`src/rtl/ext_port_pkg.sv`:
```
package ext_port_pkg;
	localparam int DATA_W = 24;
	localparam int ADDR_W = 24;
	localparam int REGIONS = 4;
	// I/O space addresses of the control registers
	localparam logic [23:0] ADDR_REGION0 = 24'hffff79;
	localparam logic [23:0] ADDR_REGION1 = 24'hffff78;
	localparam logic [23:0] ADDR_REGION2 = 24'hffff77;
	localparam logic [23:0] ADDR_REGION3 = 24'hffff6f;
	localparam logic [23:0] ADDR_WAIT = 24'hfffffb;
	localparam logic [23:0] ADDR_PLL = 24'hfffffd;
	// Region decode fields
	localparam int RD_TYPE_LO = 0;
	localparam int RD_POL = 2;
	localparam int RD_P_EN = 3;
	localparam int RD_X_EN = 4;
	localparam int RD_Y_EN = 5;
	localparam int RD_SWAP = 6;
	localparam int RD_PACK = 7;
	localparam int RD_NBITS_LO = 8;
	localparam int RD_BASE_LO = 12;
	localparam logic [1:0] TYPE_ASYNC_SRAM = 2'h1;
	// Wait-state control fields
	localparam int WS0_LO = 0;
	localparam int WS1_LO = 5;
	localparam int WS2_LO = 10;
	localparam int WS3_LO = 13;
	localparam int WSD_LO = 16;
	localparam int BUS_STATE_BIT = 21;
	localparam int LOCK_HOLD_BIT = 22;
	localparam int REQ_HOLD_BIT = 23;
	// Operating mode fields
	localparam int OM_MODE_LO = 0;
	localparam int OM_EXT_DIS = 4;
	localparam int OM_MEM_SWAP = 7;
	localparam int OM_ACK_SYNC = 11;
	localparam int OM_BUS_REL = 12;
	localparam int OM_PRIO_DIS = 14;
	// Status fields
	localparam int ST_COMPAT16 = 13;
	localparam int ST_CACHE_EN = 19;
	// PLL control fields
	localparam int PLL_MF_LO = 0;
	localparam int PLL_DF_LO = 12;
	localparam int PLL_SLOW_XTAL = 15;
	localparam int PLL_XTAL_DIS = 16;
	localparam int PLL_STOP_RUN = 17;
	localparam int PLL_EN = 18;
	localparam int PLL_CLKOUT_DIS = 19;
	localparam int PLL_PD_LO = 20;
	// Reset values
	localparam logic [23:0] RST_ZERO = 24'h000000;
	localparam logic [23:0] RST_STATUS = 24'h080000;
	// Memory spaces
	typedef enum logic [1:0] {SPACE_P, SPACE_X, SPACE_Y, SPACE_NONE} space_t;
	// Timing
	localparam real CLK_NS = 4.0;
	localparam int WAIT_W = 5;
endpackage

```
`src/rtl/ext_port_cfg.sv`:
```
`timescale 1ns/1ps
// What this block does
// - Region type field bits 0-1, 1=async SRAM
// - Bit 2 sets select pin polarity
// - Bits 3-5 enable P, X, Y spaces
// - Bit 6 swaps low byte onto top
// - Bit 7 enables DMA packing for region
// - Bits 8-11 give compare bit count
// - Bits 12-23 hold compare base address
// - Nine bits, base 0x100 selects SRAM low
// - Ten bits, base 0x104 high drives A14
// - Wait counts regions 0-2 in bits 0-12
// - Region 3 and default wait counts
// - Bus state, lock hold, request hold bits
// - One wait at 80 MHz allows 12.4ns
// - Mode bits, bus disable, memory swap
// - Ack sync select, bus release timing
// - Bit 14 lets select pins assert together
// - Status bit 19 enables instruction cache
// - Status bit 13 compat; reset 0x080000
// - PLL multiplier bits 0-11, factor minus one
// - Predivider 20-23, divider 12-14, minus one
// - PLL bits 15-19 control crystal and clock
// - Select needs address and space match
// - Core clock = in*MF/(PD*DF)
module ext_port_cfg
	import ext_port_pkg::*;
(
	// Clock and reset
	input wire logic core_clk,
	input wire logic rst,
	// Control register write port (I/O space)
	input wire logic cfg_wr,
	input wire logic [ext_port_pkg::ADDR_W-1:0] cfg_addr,
	input wire logic [ext_port_pkg::DATA_W-1:0] cfg_wdata,
	output logic [ext_port_pkg::DATA_W-1:0] cfg_rdata,
	// Core-written mode and status registers, plus the PLL control register output
	input wire logic omr_wr,
	input wire logic [ext_port_pkg::DATA_W-1:0] omr_wdata,
	input wire logic sr_wr,
	input wire logic [ext_port_pkg::DATA_W-1:0] sr_wdata,
	output logic [ext_port_pkg::DATA_W-1:0] operating_mode_control,
	output logic [ext_port_pkg::DATA_W-1:0] core_status_control,
	output logic [ext_port_pkg::DATA_W-1:0] pll_clock_control,
	// External access request
	input wire logic acc_req,
	input wire logic acc_write,
	input wire ext_port_pkg::space_t acc_space,
	input wire logic [ext_port_pkg::ADDR_W-1:0] acc_addr,
	input wire logic bus_busy_in,
	output logic acc_done,
	// External bus
	output logic [ext_port_pkg::ADDR_W-1:0] ext_addr,
	output logic [REGIONS-1:0] region_select_pins,
	output logic ext_rd_n,
	output logic ext_wr_n,
	output logic bus_state_o,
	output logic cache_en_o,
	output logic ext_bus_dis_o
);
	import ext_port_pkg::*;

	typedef enum {ST_IDLE, ST_STROBE, ST_END} acc_state_t;

	logic [DATA_W-1:0] region_ff [REGIONS];
	logic [DATA_W-1:0] wait_ff;
	logic [DATA_W-1:0] pll_ff;
	logic [DATA_W-1:0] omr_ff;
	logic [DATA_W-1:0] sr_ff;
	logic busy_meta_ff, busy_sync_ff;
	logic [REGIONS-1:0] hit;
	logic [REGIONS-1:0] sel_raw;
	logic [REGIONS-1:0] nxt_sel;
	logic [WAIT_W-1:0] nxt_wait;
	logic [WAIT_W-1:0] wait_cnt_ff;
	acc_state_t state_ff;
	logic [ADDR_W-1:0] nxt_addr;
	logic take;
	logic [REGIONS-1:0] swap_en;
	logic [REGIONS-1:0] pol_en;

	// Bus busy pin comes from outside; double-sync before use
	always_ff @(posedge core_clk) begin
		if (rst) begin
			busy_meta_ff <= 1'b0;
			busy_sync_ff <= 1'b0;
		end else begin
			busy_meta_ff <= bus_busy_in;
			busy_sync_ff <= busy_meta_ff;
		end
	end

	// Region decode registers
	always_ff @(posedge core_clk) begin
		if (rst) begin
			for (int i = 0; i < REGIONS; i++) begin
				region_ff[i] <= RST_ZERO;
			end
		end else if (cfg_wr) begin
			if (cfg_addr == ADDR_REGION0) region_ff[0] <= cfg_wdata;
			if (cfg_addr == ADDR_REGION1) region_ff[1] <= cfg_wdata;
			if (cfg_addr == ADDR_REGION2) region_ff[2] <= cfg_wdata;
			if (cfg_addr == ADDR_REGION3) region_ff[3] <= cfg_wdata;
		end
	end

	// Wait-state control; bus state bit is hardware-owned status
	always_ff @(posedge core_clk) begin
		if (rst) begin
			wait_ff <= RST_ZERO;
		end else begin
			if (cfg_wr && cfg_addr == ADDR_WAIT) begin
				wait_ff <= cfg_wdata;
			end
			wait_ff[BUS_STATE_BIT] <= busy_sync_ff;
		end
	end

	// PLL control: MF, DF, PD fields hold ratio minus one
	always_ff @(posedge core_clk) begin
		if (rst) begin
			pll_ff <= RST_ZERO;
		end else if (cfg_wr && cfg_addr == ADDR_PLL) begin
			pll_ff <= cfg_wdata;
		end
	end

	// Mode and status registers written by the core
	always_ff @(posedge core_clk) begin
		if (rst) begin
			omr_ff <= RST_ZERO;
			sr_ff <= RST_STATUS;
		end else begin
			if (omr_wr) omr_ff <= omr_wdata;
			if (sr_wr) sr_ff <= sr_wdata;
		end
	end

	always_ff @(posedge core_clk) begin
		if (rst) begin
			cfg_rdata <= RST_ZERO;
		end else begin
			case (cfg_addr)
				ADDR_REGION0: cfg_rdata <= region_ff[0];
				ADDR_REGION1: cfg_rdata <= region_ff[1];
				ADDR_REGION2: cfg_rdata <= region_ff[2];
				ADDR_REGION3: cfg_rdata <= region_ff[3];
				ADDR_WAIT: cfg_rdata <= wait_ff;
				ADDR_PLL: cfg_rdata <= pll_ff;
				default: cfg_rdata <= RST_ZERO;
			endcase
		end
	end

	// Per-region address and space match
	generate
		for (genvar g = 0; g < REGIONS; g++) begin : g_region
			logic [11:0] mask;
			logic [3:0] nbits;
			logic space_ok;
			always_comb begin
				nbits = region_ff[g][RD_NBITS_LO +: 4];
				mask = 12'h000;
				for (int b = 0; b < 12; b++) begin
					if (b >= 12 - int'(nbits)) mask[b] = 1'b1;
				end
				case (acc_space)
					SPACE_P: space_ok = region_ff[g][RD_P_EN];
					SPACE_X: space_ok = region_ff[g][RD_X_EN];
					SPACE_Y: space_ok = region_ff[g][RD_Y_EN];
					default: space_ok = 1'b0;
				endcase
				// Address compare against base; covers the 0x100/0x104 examples
				hit[g] = space_ok && ((acc_addr[23:12] & mask) ==
					(region_ff[g][RD_BASE_LO +: 12] & mask));
			end
		end
	endgenerate

	// Lowest region number wins unless priority is disabled
	always_comb begin
		sel_raw = hit;
		if (!omr_ff[OM_PRIO_DIS]) begin
			for (int i = REGIONS - 1; i >= 0; i--) begin
				if (hit[i]) sel_raw = 4'(1 << i);
			end
		end
		if (omr_ff[OM_EXT_DIS]) sel_raw = 4'h0;
	end

	// Pin levels: polarity bit set means high on match
	always_comb begin
		for (int i = 0; i < REGIONS; i++) begin
			nxt_sel[i] = region_ff[i][RD_POL] ? sel_raw[i] : ~sel_raw[i];
		end
	end

	// Wait count from the selected region, else default count
	always_comb begin
		if (sel_raw[0]) nxt_wait = wait_ff[WS0_LO +: 5];
		else if (sel_raw[1]) nxt_wait = wait_ff[WS1_LO +: 5];
		else if (sel_raw[2]) nxt_wait = {2'h0, wait_ff[WS2_LO +: 3]};
		else if (sel_raw[3]) nxt_wait = {2'h0, wait_ff[WS3_LO +: 3]};
		else nxt_wait = wait_ff[WSD_LO +: 5];
	end

	// Address byte swap when the hit region asks for it
	always_comb begin
		nxt_addr = acc_addr;
		for (int i = 0; i < REGIONS; i++) begin
			if (sel_raw[i] && region_ff[i][RD_SWAP]) begin
				nxt_addr = {acc_addr[7:0], acc_addr[15:0]};
			end
		end
	end

	// An access is taken only from idle with the external bus enabled
	assign take = state_ff == ST_IDLE && acc_req && !omr_ff[OM_EXT_DIS];

	// Per-region swap and polarity bits gathered for the checks below
	always_comb begin
		for (int i = 0; i < REGIONS; i++) begin
			swap_en[i] = region_ff[i][RD_SWAP];
			pol_en[i] = region_ff[i][RD_POL];
		end
	end

	// Access sequencer: one strobe cycle plus one per wait state
	always_ff @(posedge core_clk) begin
		if (rst) begin
			state_ff <= ST_IDLE;
			wait_cnt_ff <= '0;
			ext_rd_n <= 1'b1;
			ext_wr_n <= 1'b1;
			acc_done <= 1'b0;
			ext_addr <= RST_ZERO;
			// Regions reset to low-active, so every select idles high
			region_select_pins <= 4'hf;
		end else begin
			acc_done <= 1'b0;
			case (state_ff)
				ST_IDLE: begin
					for (int i = 0; i < REGIONS; i++) begin
						region_select_pins[i] <= ~region_ff[i][RD_POL];
					end
					if (acc_req && !omr_ff[OM_EXT_DIS]) begin
						ext_addr <= nxt_addr;
						region_select_pins <= nxt_sel;
						wait_cnt_ff <= nxt_wait;
						ext_rd_n <= acc_write;
						ext_wr_n <= ~acc_write;
						state_ff <= ST_STROBE;
					end
				end
				ST_STROBE: begin
					if (wait_cnt_ff == '0) begin
						ext_rd_n <= 1'b1;
						ext_wr_n <= 1'b1;
						acc_done <= 1'b1;
						state_ff <= ST_END;
					end else begin
						wait_cnt_ff <= wait_cnt_ff - 1'b1;
					end
				end
				ST_END: begin
					for (int i = 0; i < REGIONS; i++) begin
						region_select_pins[i] <= ~region_ff[i][RD_POL];
					end
					state_ff <= ST_IDLE;
				end
				default: state_ff <= ST_IDLE;
			endcase
		end
	end

	// Registered status outputs
	always_ff @(posedge core_clk) begin
		if (rst) begin
			operating_mode_control <= RST_ZERO;
			core_status_control <= RST_STATUS;
			pll_clock_control <= RST_ZERO;
			bus_state_o <= 1'b0;
			cache_en_o <= 1'b0;
			ext_bus_dis_o <= 1'b0;
		end else begin
			operating_mode_control <= omr_ff;
			core_status_control <= sr_ff;
			pll_clock_control <= pll_ff;
			bus_state_o <= wait_ff[BUS_STATE_BIT];
			cache_en_o <= sr_ff[ST_CACHE_EN];
			ext_bus_dis_o <= omr_ff[OM_EXT_DIS];
		end
	end
endmodule

```
`config.mk`:
```
export PLATFORM = sky130hd
export DESIGN_NAME = ext_port_cfg
export DESIGN_NICKNAME = d
export VERILOG_FILES = /design/src/rtl/ext_port_pkg.sv /design/src/rtl/ext_port_cfg.sv
export SDC_FILE = /design/constraint.sdc
export NUM_CORES = 1
export LEC_CHECK = 0
export ABC_AREA = 0
export BUFFER_PORTS_ARGS = -buffer_cell sky130_fd_sc_hd__buf_2
export CORE_MARGIN = 2
export CORE_UTILIZATION = 46
export CTS_CLUSTER_DIAMETER = 50
export CTS_CLUSTER_SIZE = 24
export DETAILED_ROUTE_END_ITERATION = 10
export PLACE_DENSITY = 0.76
export SLEW_MARGIN = 40
export SYNTH_ARGS = -nofsm -noshare
export SYNTH_HDL_FRONTEND = slang
export SYNTH_SLANG_ARGS = --single-unit
```
`constraint.sdc`:
```
create_clock -name core_clk -period 13.8 [get_ports core_clk]
set_clock_uncertainty 0.1 [all_clocks]
set_input_delay 0.69 -clock core_clk [delete_from_list [all_inputs] [get_ports core_clk]]
set_output_delay 0.69 -clock core_clk [all_outputs]
set_load 0.1 [all_outputs]
```
# After elaboration in Yosys (flattened, before gate mapping)
# Memories as Yosys holds them, arrays and structs flattened.
# Cells that the tools add are included.
# W data, S select, Z words.
# word_totals
regBits	265
ramBits	96
in_bits	130
elab_cells	243
n_memories	1
# op_classes
addsub	5
order_cmp	48
eq_ne	17
muxes	107
bitwise_logic	22
reduce_logical	22
# mem_list
name	words	width	read_ports	rd_clocked_by_memory_dff	wr	line	rtl
region_ff	4	24	4	0	4	ext_port_cfg.sv:65	logic [DATA_W-1:0] region_ff [REGIONS];
# ops
cell	n
$mux W24	8
$eq A24 B24 Y1 const B	6
$pmux W24 S6	1
$and A12 B12 Y12	8
$ge A4 B5 Y1 const A	16
$ge A5 B5 Y1 const A	16
$mux W1	74
$mux W32	2
$pmux W32 S2	1
$eq A12 B12 Y1	4
$ge A3 B5 Y1 const A	8
$eq A32 B1 Y1 const B	1
$eq A32 B2 Y1 const B	1
$logic_not A32 Y1	1
$mux W5	6
$mux W4	7
$ge A1 B5 Y1 const A	4
$ge A2 B5 Y1 const A	4
$sub A4 B4 Y5 const A	4
$pmux W1 S3	4
$logic_and A1 B1 Y1	11
$not A1 Y1	10
$pmux W5 S2	1
$pmux W4 S2	1
other kinds (13)	22

# Depth between registers and ports, before layout
# Gate-level depths: netlist of run 1.
# depth
depth_word	18
mapped_depth	17
mapped_depth_nobuf	14

# Worst setup path after synthesis of run 1
# OpenSTA, ideal clock, no wires.
# synth_timing
path_kind	input-to-reg
start	in cfg_addr[5] in the netlist's numbering
end	mem region_ff[0][0] (enable)
arrival_ps	4268
slack_ps	8994
path_stages	8
cell_sequence	and4_1 nand3_1 or4_1 or3_1 nor3_2 clkbuf_1 nand2_1 o21ai_0
# synth_lines
item	line	rtl
start: declaration	ext_port_cfg.sv:34	input wire logic [ext_port_pkg::ADDR_W-1:0] cfg_addr,
end: declaration	ext_port_cfg.sv:65	

==> results of run 1 <==
cell families after synthesis:
| logic type | Yosys count | synth area share [%] |
|---|---|---|
| buf+inv | 142 | 4.47 |
| flops | 330 | 52.4 |
| mux | 87 | 6.23 |
| compound gates | 293 | 13.7 |
| simple gates | 509 | 18.6 |
| fa+ha+maj | 13 | 1.13 |
| xor+xnor | 56 | 3.40 |
per-stage QoR:
stage	power, mW	hold WS [ns]
3_3_place_gp	1.36	0.323
6_report	2.21	0.235
5_1_grt	2.28	0.237
2_1_floorplan	1.29	0.314
3_5_place_dp	1.37	0.335
4_1_cts	2.22	0.220
path summary, 6_finish.rpt:
kind                                                     from                   endpoint  slack [ns]  depth (start not counted)
worst min-delay path                             sr_wdata[19]     sr_ff[19]$_SDFFE_PP1P_        0.24                          3
worst max register to register  region_ff[0][8]$_SDFFCE_PN0P_  ext_addr[16]$_SDFFE_PP0P_        9.24                         13
worst min register to register        busy_meta_ff$_SDFF_PP0_    busy_sync_ff$_SDFF_PP0_        0.35                          1
worst max-delay path            region_ff[0][8]$_SDFFCE_PN0P_  ext_addr[16]$_SDFFE_PP0P_        9.24                         13
sequential cells by signal, summed over array words and instances (netlist names), 2 cells and up:
name                    count
operating_mode_control     24
region_ff                  96
core_status_control        24
wait_ff                    24
pll_clock_control          24
ext_addr                   24
cfg_rdata                  24
sr_ff                      24
pll_ff                     24
state_ff                    2
wait_cnt_ff                 5
omr_ff                     24
region_select_pins          4
layout make-up:
class,count,area [sq um]
multi-input cells,958,6270
clock inverters,16,179
fillers,2703,13800
inverters,34,128
repair buffers,271,1400
diodes,1,2.50
flip-flops and latches,330,7570
well taps,396,495
clock buffers,39,857
cells in the final DEF, fill, tap and decap left out, types with 8 or more instances in the layout:
cell type,n
nor3_1,15
ha_1,13
buf_4,11
a22oi_1,24
buf_2,258
nand3_1,8
dfxtp_1,234
and3_1,8
inv_1,34
edfxtp_1,96
o211ai_1,8
nor2_1,72
nand2_1,160
a21oi_1,122
mux2i_1,65
mux2_2,20
nor2b_1,81
and2_1,96
xnor2_1,35
a222oi_1,24
clkbuf_16,31
xor2_1,21
o21ai_0,31
cells in the mapped netlist, types with 4 or more instances:
| library cell | n |
|---|---|
| o2bb2ai_1 | 4 |
| xnor2_1 | 35 |
| a21oi_1 | 122 |
| o22ai_1 | 4 |
| buf_6 | 6 |
| mux2i_1 | 65 |
| buf_2 | 29 |
| a222oi_1 | 24 |
| a2bb2oi_1 | 4 |
| a211oi_1 | 5 |
| nand4_1 | 6 |
| a22oi_1 | 24 |
| nor3_1 | 15 |
| dfxtp_1 | 234 |
| nand2_1 | 164 |
| mux2_2 | 20 |
| edfxtp_1 | 96 |
| o2111ai_1 | 6 |
| nand3b_1 | 6 |
| clkbuf_1 | 64 |
| o21ai_0 | 33 |
| o211ai_1 | 8 |
| nand2b_1 | 6 |
| nor2b_1 | 81 |
| inv_1 | 34 |
| o31ai_1 | 5 |
| a21boi_0 | 6 |
| nand3_1 | 9 |
| and3_1 | 8 |
| and2_1 | 96 |
| buf_1 | 4 |
| a41oi_1 | 4 |
| a31oi_1 | 5 |
| a221o_1 | 4 |
| xor2_1 | 21 |
| and4_1 | 4 |
| nor2_1 | 73 |
| ha_1 | 13 |
metal layers:
metal  up-vias  GRT usage [%]
met5         -              0
met4         2           8.91
met3       108           4.05
met2       595           42.0
met1      5490           31.4
li1       5394              -
critical path: stages (launching register included):
cell	delay, ns
edfxtp_1	0.55
inv_1	0.21
ha_1	0.49
nand2_2	0.12
nor3_1	0.22
ha_1	0.27
o31a_1	0.12
or4_1	0.54
nand3_2	0.14
nand4_1	0.46
o2bb2ai_1	0.29
a221o_1	0.52
mux2i_1	0.29
a21oi_1	0.09
power by group:
| part | internal [mW] | switching (mW) |
|---|---|---|
| logic | 0.0801 | 0.209 |
| clock network | 0.470 | 0.390 |
| registers | 1.03 | 0.0277 |
| total | 1.58 | 0.627 |
==> metrics.txt, run 1 <==
Unique masters post-synth=slightly below 90; Post-synth EDFFs=96; max_cap viols=0; vias in the first global route=11.1k; worst vdd ir=just over 0.09 mV; Setup Crit Path Kind=flip-flop to flip-flop; # IOs=between 200 and 300; Setup crit end kind=flip-flop; largest net degree at the start of global routing=between 80 and 90; FMAX=around 0.22 GHz; slew at the pin closest to its max-slew limit=about 0.82 ns; CTS Buffer Depth=3; global-route wire length before repair=around 63000 um; Syn Std Cell Area=between 10000 and 15000 sq um; post-synth top area cell=dfxtp_1; Final Hold Vio Count=0; GPL Wtd Cong=between 0.9 and 1; crit path launch type=flip-flop; CTS clk-pin slew, worst paths=~0.070 ns; layout cells sized above 1=~23%; DR iter-0 viols=approximately 1.3k; Total GRT Usage=between 20% and 30%; Resize count post-CTS=0; CTS Buf Count=30; detailed-route wire length per cell=roughly 20 um; Max Slew Vio Count=0; Tmin final=about 4.6 ns; outcome=complete, no violations; Avg Cell Area, Syn=approximately 10 sq um; hpwl dp=between 20000 and 30000 um; Yosys reg bits=330; grt total ovfl=0; met3 WL=roughly 3600 um; P per Cell Area=~130 nW/um^2; Routed WL=about 41000 um; Lkg Pwr=slightly below 7 nW; initial antenna violation count=3; Clock Latency Late Sink=between 0.5 and 0.6 ns; Non-Filler Instances=around 2k; I/O Buffers=between 200 and 300; Critical Path AT=4.89 ns; final antenna-violating net count=0; CTS Hold Bufs=0; Critical Path RT=14.14 ns; ys async rst share=0%; drt pass-1 iters=6; row cnt=64; htree depth=1; Root Buffer=clkbuf_16; max_slew headroom=~45%; area of the die=approximately 33000 sq um; Hold Path Class=primary input to flip-flop; RSZ-0062 raised after global routing=no; Setup Fix Bufs, Post-CTS=0; Avg Vias per Cell=roughly 5.7; number of synthesis warnings=0; die width=181 um; Synth Net Count=~1.6k; crit path max fanout=16; DR top layer=met5; die height=between 150 and 200 um; Synth area leaders=dfxtp_1, edfxtp_1, mux2i_1; Post-DP Area=approximately 16000 sq um; final worst setup slack=between 9 and 10 ns; met2 wire length=19900 um; DP Cell Count=~2.0k; wire length on met1=16300 um; Seq/Total Area, Yosys=between 50% and 60%; crit share post-route=33.0%; CTS tree=built; fin util=between 50% and 60%; CTS sink count=330; Setup TNS Final=0 ns; Design Area, Final=between 15000 and 20000 sq um; total core area=30700 sq um; Post-route DRC=0; pre-CTS setup slack=9.36 ns; Final setup violation count=0; via count of the routed design=11.6k; Synth top area share=between 30% and 40%; Synth Flop Type=dfxtp_1; area grow syn2layout=17.1%; Initial Util=between 40% and 50%; nets@finish=roughly 1.8k; Mapped Cells=roughly 1.4k
(Power assumes the default switching activity.)
==> inputs of run 2 (changes only) <==
clock period = 4.5 ns   (was 13.8 ns; I/O delays follow)
==> run 2 against run 1 <==
Effect of this change: first-iteration DRC count fell by 3.3%; sequential share of layout area fell by 3.5 points; utilization rose by 4.7 points; non-clock buffer count rose by 141; global-route usage rose by 2.9 points; final area rose by 8.6%; via count rose by 6.7%; power rose to 3.2 times the previous value; combinational power rose to 3.4 times the previous value; critical endpoint is now ext_addr[23]$_SDFFE_PP0P_.
==> metrics.txt, run 2 (synthesized netlist as in run 1, its figures left out) <==
GPL Wtd Cong=~0.93; area of the die=32800 sq um; CTS tree=built; critical-path cell list=inv_1 > ha_1 > nor2b_1 > nand2_1 > a21boi_0 > ha_1 > or4_1 > a21o_1 > a211o_1 > nor2_1 > a221o_1 > mux2i_1 > a21oi_1; pre-CTS setup slack=0.406 ns; outcome=complete, no violations; CTS Buffer Depth=3; htree depth=1; crit path max fanout=10; grt total ovfl=0; initial antenna violation count=3; Avg Vias per Cell=about 5.6; P per Cell Area=between 300 and 400 nW/um^2; total core area=between 30000 and 40000 sq um; CTS sink count=330; crit share post-route=92.0%; die height=between 150 and 200 um; Root Buffer=clkbuf_16; die width=181 um; max_cap viols=0; Initial Util=46.9%; via count of the routed design=between 10k and 15k; Final setup violation count=0; Setup TNS Final=0 ns; most frequent CP cell=ha_1; detailed-route wire length per cell=~21 um; Critical Path RT=4.84 ns; Setup crit end kind=flip-flop; vias in the first global route=about 12k; CTS clk-pin slew, worst paths=approximately 0.06 ns; Tmin final=roughly 4.1 ns; crit-path max cell delay=~0.54 ns; FMAX=~0.24 GHz; max reg flops=96; layout cells sized above 1=about 22%; Setup Crit Path Kind=flip-flop to flip-flop; crit path launch type=flip-flop; worst vdd ir=roughly 0.27 mV; slew at the pin closest to its max-slew limit=0.751 ns; Final Hold Vio Count=0; Biggest register=region_ff; final worst setup slack=0.360 ns; slowest stage cell, crit path=edfxtp_1; Lkg Pwr=about 7.5 nW; CTS Buf Count=31; commonest non-fill, non-tap cell in the layout=buf_2; I/O Buffers=259; fillers=approximately 2.5k; area grow syn2layout=27.2%; max_slew headroom=slightly below 50%; largest net degree at the start of global routing=83; Critical Path AT=4.48 ns; Routed WL=46200 um; row cnt=64; hpwl dp=30500 um; drt pass-1 iters=7; Clock Latency Late Sink=0.59 ns; Post-DP Area=16000 sq um; DR iter-0 viols=around 1.2k; nets@finish=1910; Total GRT Usage=a little over a quarter; RSZ-0062 raised after global routing=no; # IOs=260; Design Area, Final=between 15000 and 20000 sq um; Setup Fix Bufs, Post-CTS=0; Hold Path Class=primary input to flip-flop; most frequent cells in the layout=buf_2, dfxtp_1, nand2_1, dlygate4sd3_1, a21oi_1; Max Slew Vio Count=0; final antenna-violating net count=0; Resize count post-CTS=0; global-route wire length before repair=about 70000 um; Post-route DRC=0
[run 2: cell types whose count changed in the layout (fill, tap and decap cells not counted), sizes merged]
| cell | before | now |
|---|---|---|
| buf | 271 | 286 |
| clkbuf | 39 | 35 |
| clkinv | 7 | 5 |
| clkinvlp | 1 | 0 |
| diode | 1 | 3 |
| dlygate4sd3 | 0 | 126 |
| inv | 41 | 51 |
[run 2: through the flow]
stage | std cells | power (mW) | util [%] | hold WS [ns]
detailed placement | 2004 | 4.19 | 51.9 | 0.330
floorplan | 1430 | 3.95 | - | 0.253
CTS | 2188 | 7.04 | 59.6 | 0.0483
global route | 2190 | 7.26 | 59.7 | 0.0712
global placement | 2004 | 4.18 | 51.9 | 0.327
finish | 2191 | 7.03 | 59.7 | 0.0625
[run 2: worst max-delay path, delay by kind of cell, from the launching register on]
kind                     cells  cell delay (ns)
adder cells (fa/ha/maj)      2             0.62
multiplexers                 1             0.27
buffers and inverters        1             0.14
flip-flops                   1             0.54
AND/OR/NAND/NOR              4             0.95
AO/OA/AOI/OAI                5             1.38
[run 2: final timing paths]
path,from,to,slack [ns],cells past startpoint
worst max register to register,region_ff[3][8]$_SDFFCE_PN0P_,ext_addr[23]$_SDFFE_PP0P_,0.36,13
worst max-delay path,region_ff[3][8]$_SDFFCE_PN0P_,ext_addr[23]$_SDFFE_PP0P_,0.36,13
worst min-delay path,acc_addr[23],ext_addr[23]$_SDFFE_PP0P_,0.06,3
worst min register to register,busy_meta_ff$_SDFF_PP0_,busy_sync_ff$_SDFF_PP0_,0.34,1
[run 2: routing by layer]
metal  up-vias  global-route usage, %  share of wire [%]
li1       5693                      -                  -
met2       637                   47.2                 49
met4         0                   10.8                3.8
met3       125                   4.80                8.8
met1      5914                   34.3                 39
met5         -                      0                  0
[run 2: repair_timing]
action | 4_1_cts | 5_1_grt
hold buffers | 126 | 0
endpoints found under the setup margin | 0 | 0
endpoints found under the hold margin | 250 | 0
[run 2: layout make-up]
cell class | instances | area [sq um] | area share, %
multi-input combinational | 958 | 6250 | 34.1
antenna | 3 | 7.51 | 0.0409
clock buffer | 35 | 832 | 4.53
timing repair buffer | 412 | 2800 | 15.2
inverter | 34 | 128 | 0.695
clock inverter | 23 | 274 | 1.49
sequential | 330 | 7570 | 41.2
tap | 396 | 495 | 2.70
[run 2: power by group]
part | internal, mW | total [mW] | switching (mW)
logic | 0.319 | 0.995 | 0.676
clock network | 1.48 | 2.79 | 1.31
registers | 3.17 | 3.25 | 0.0807
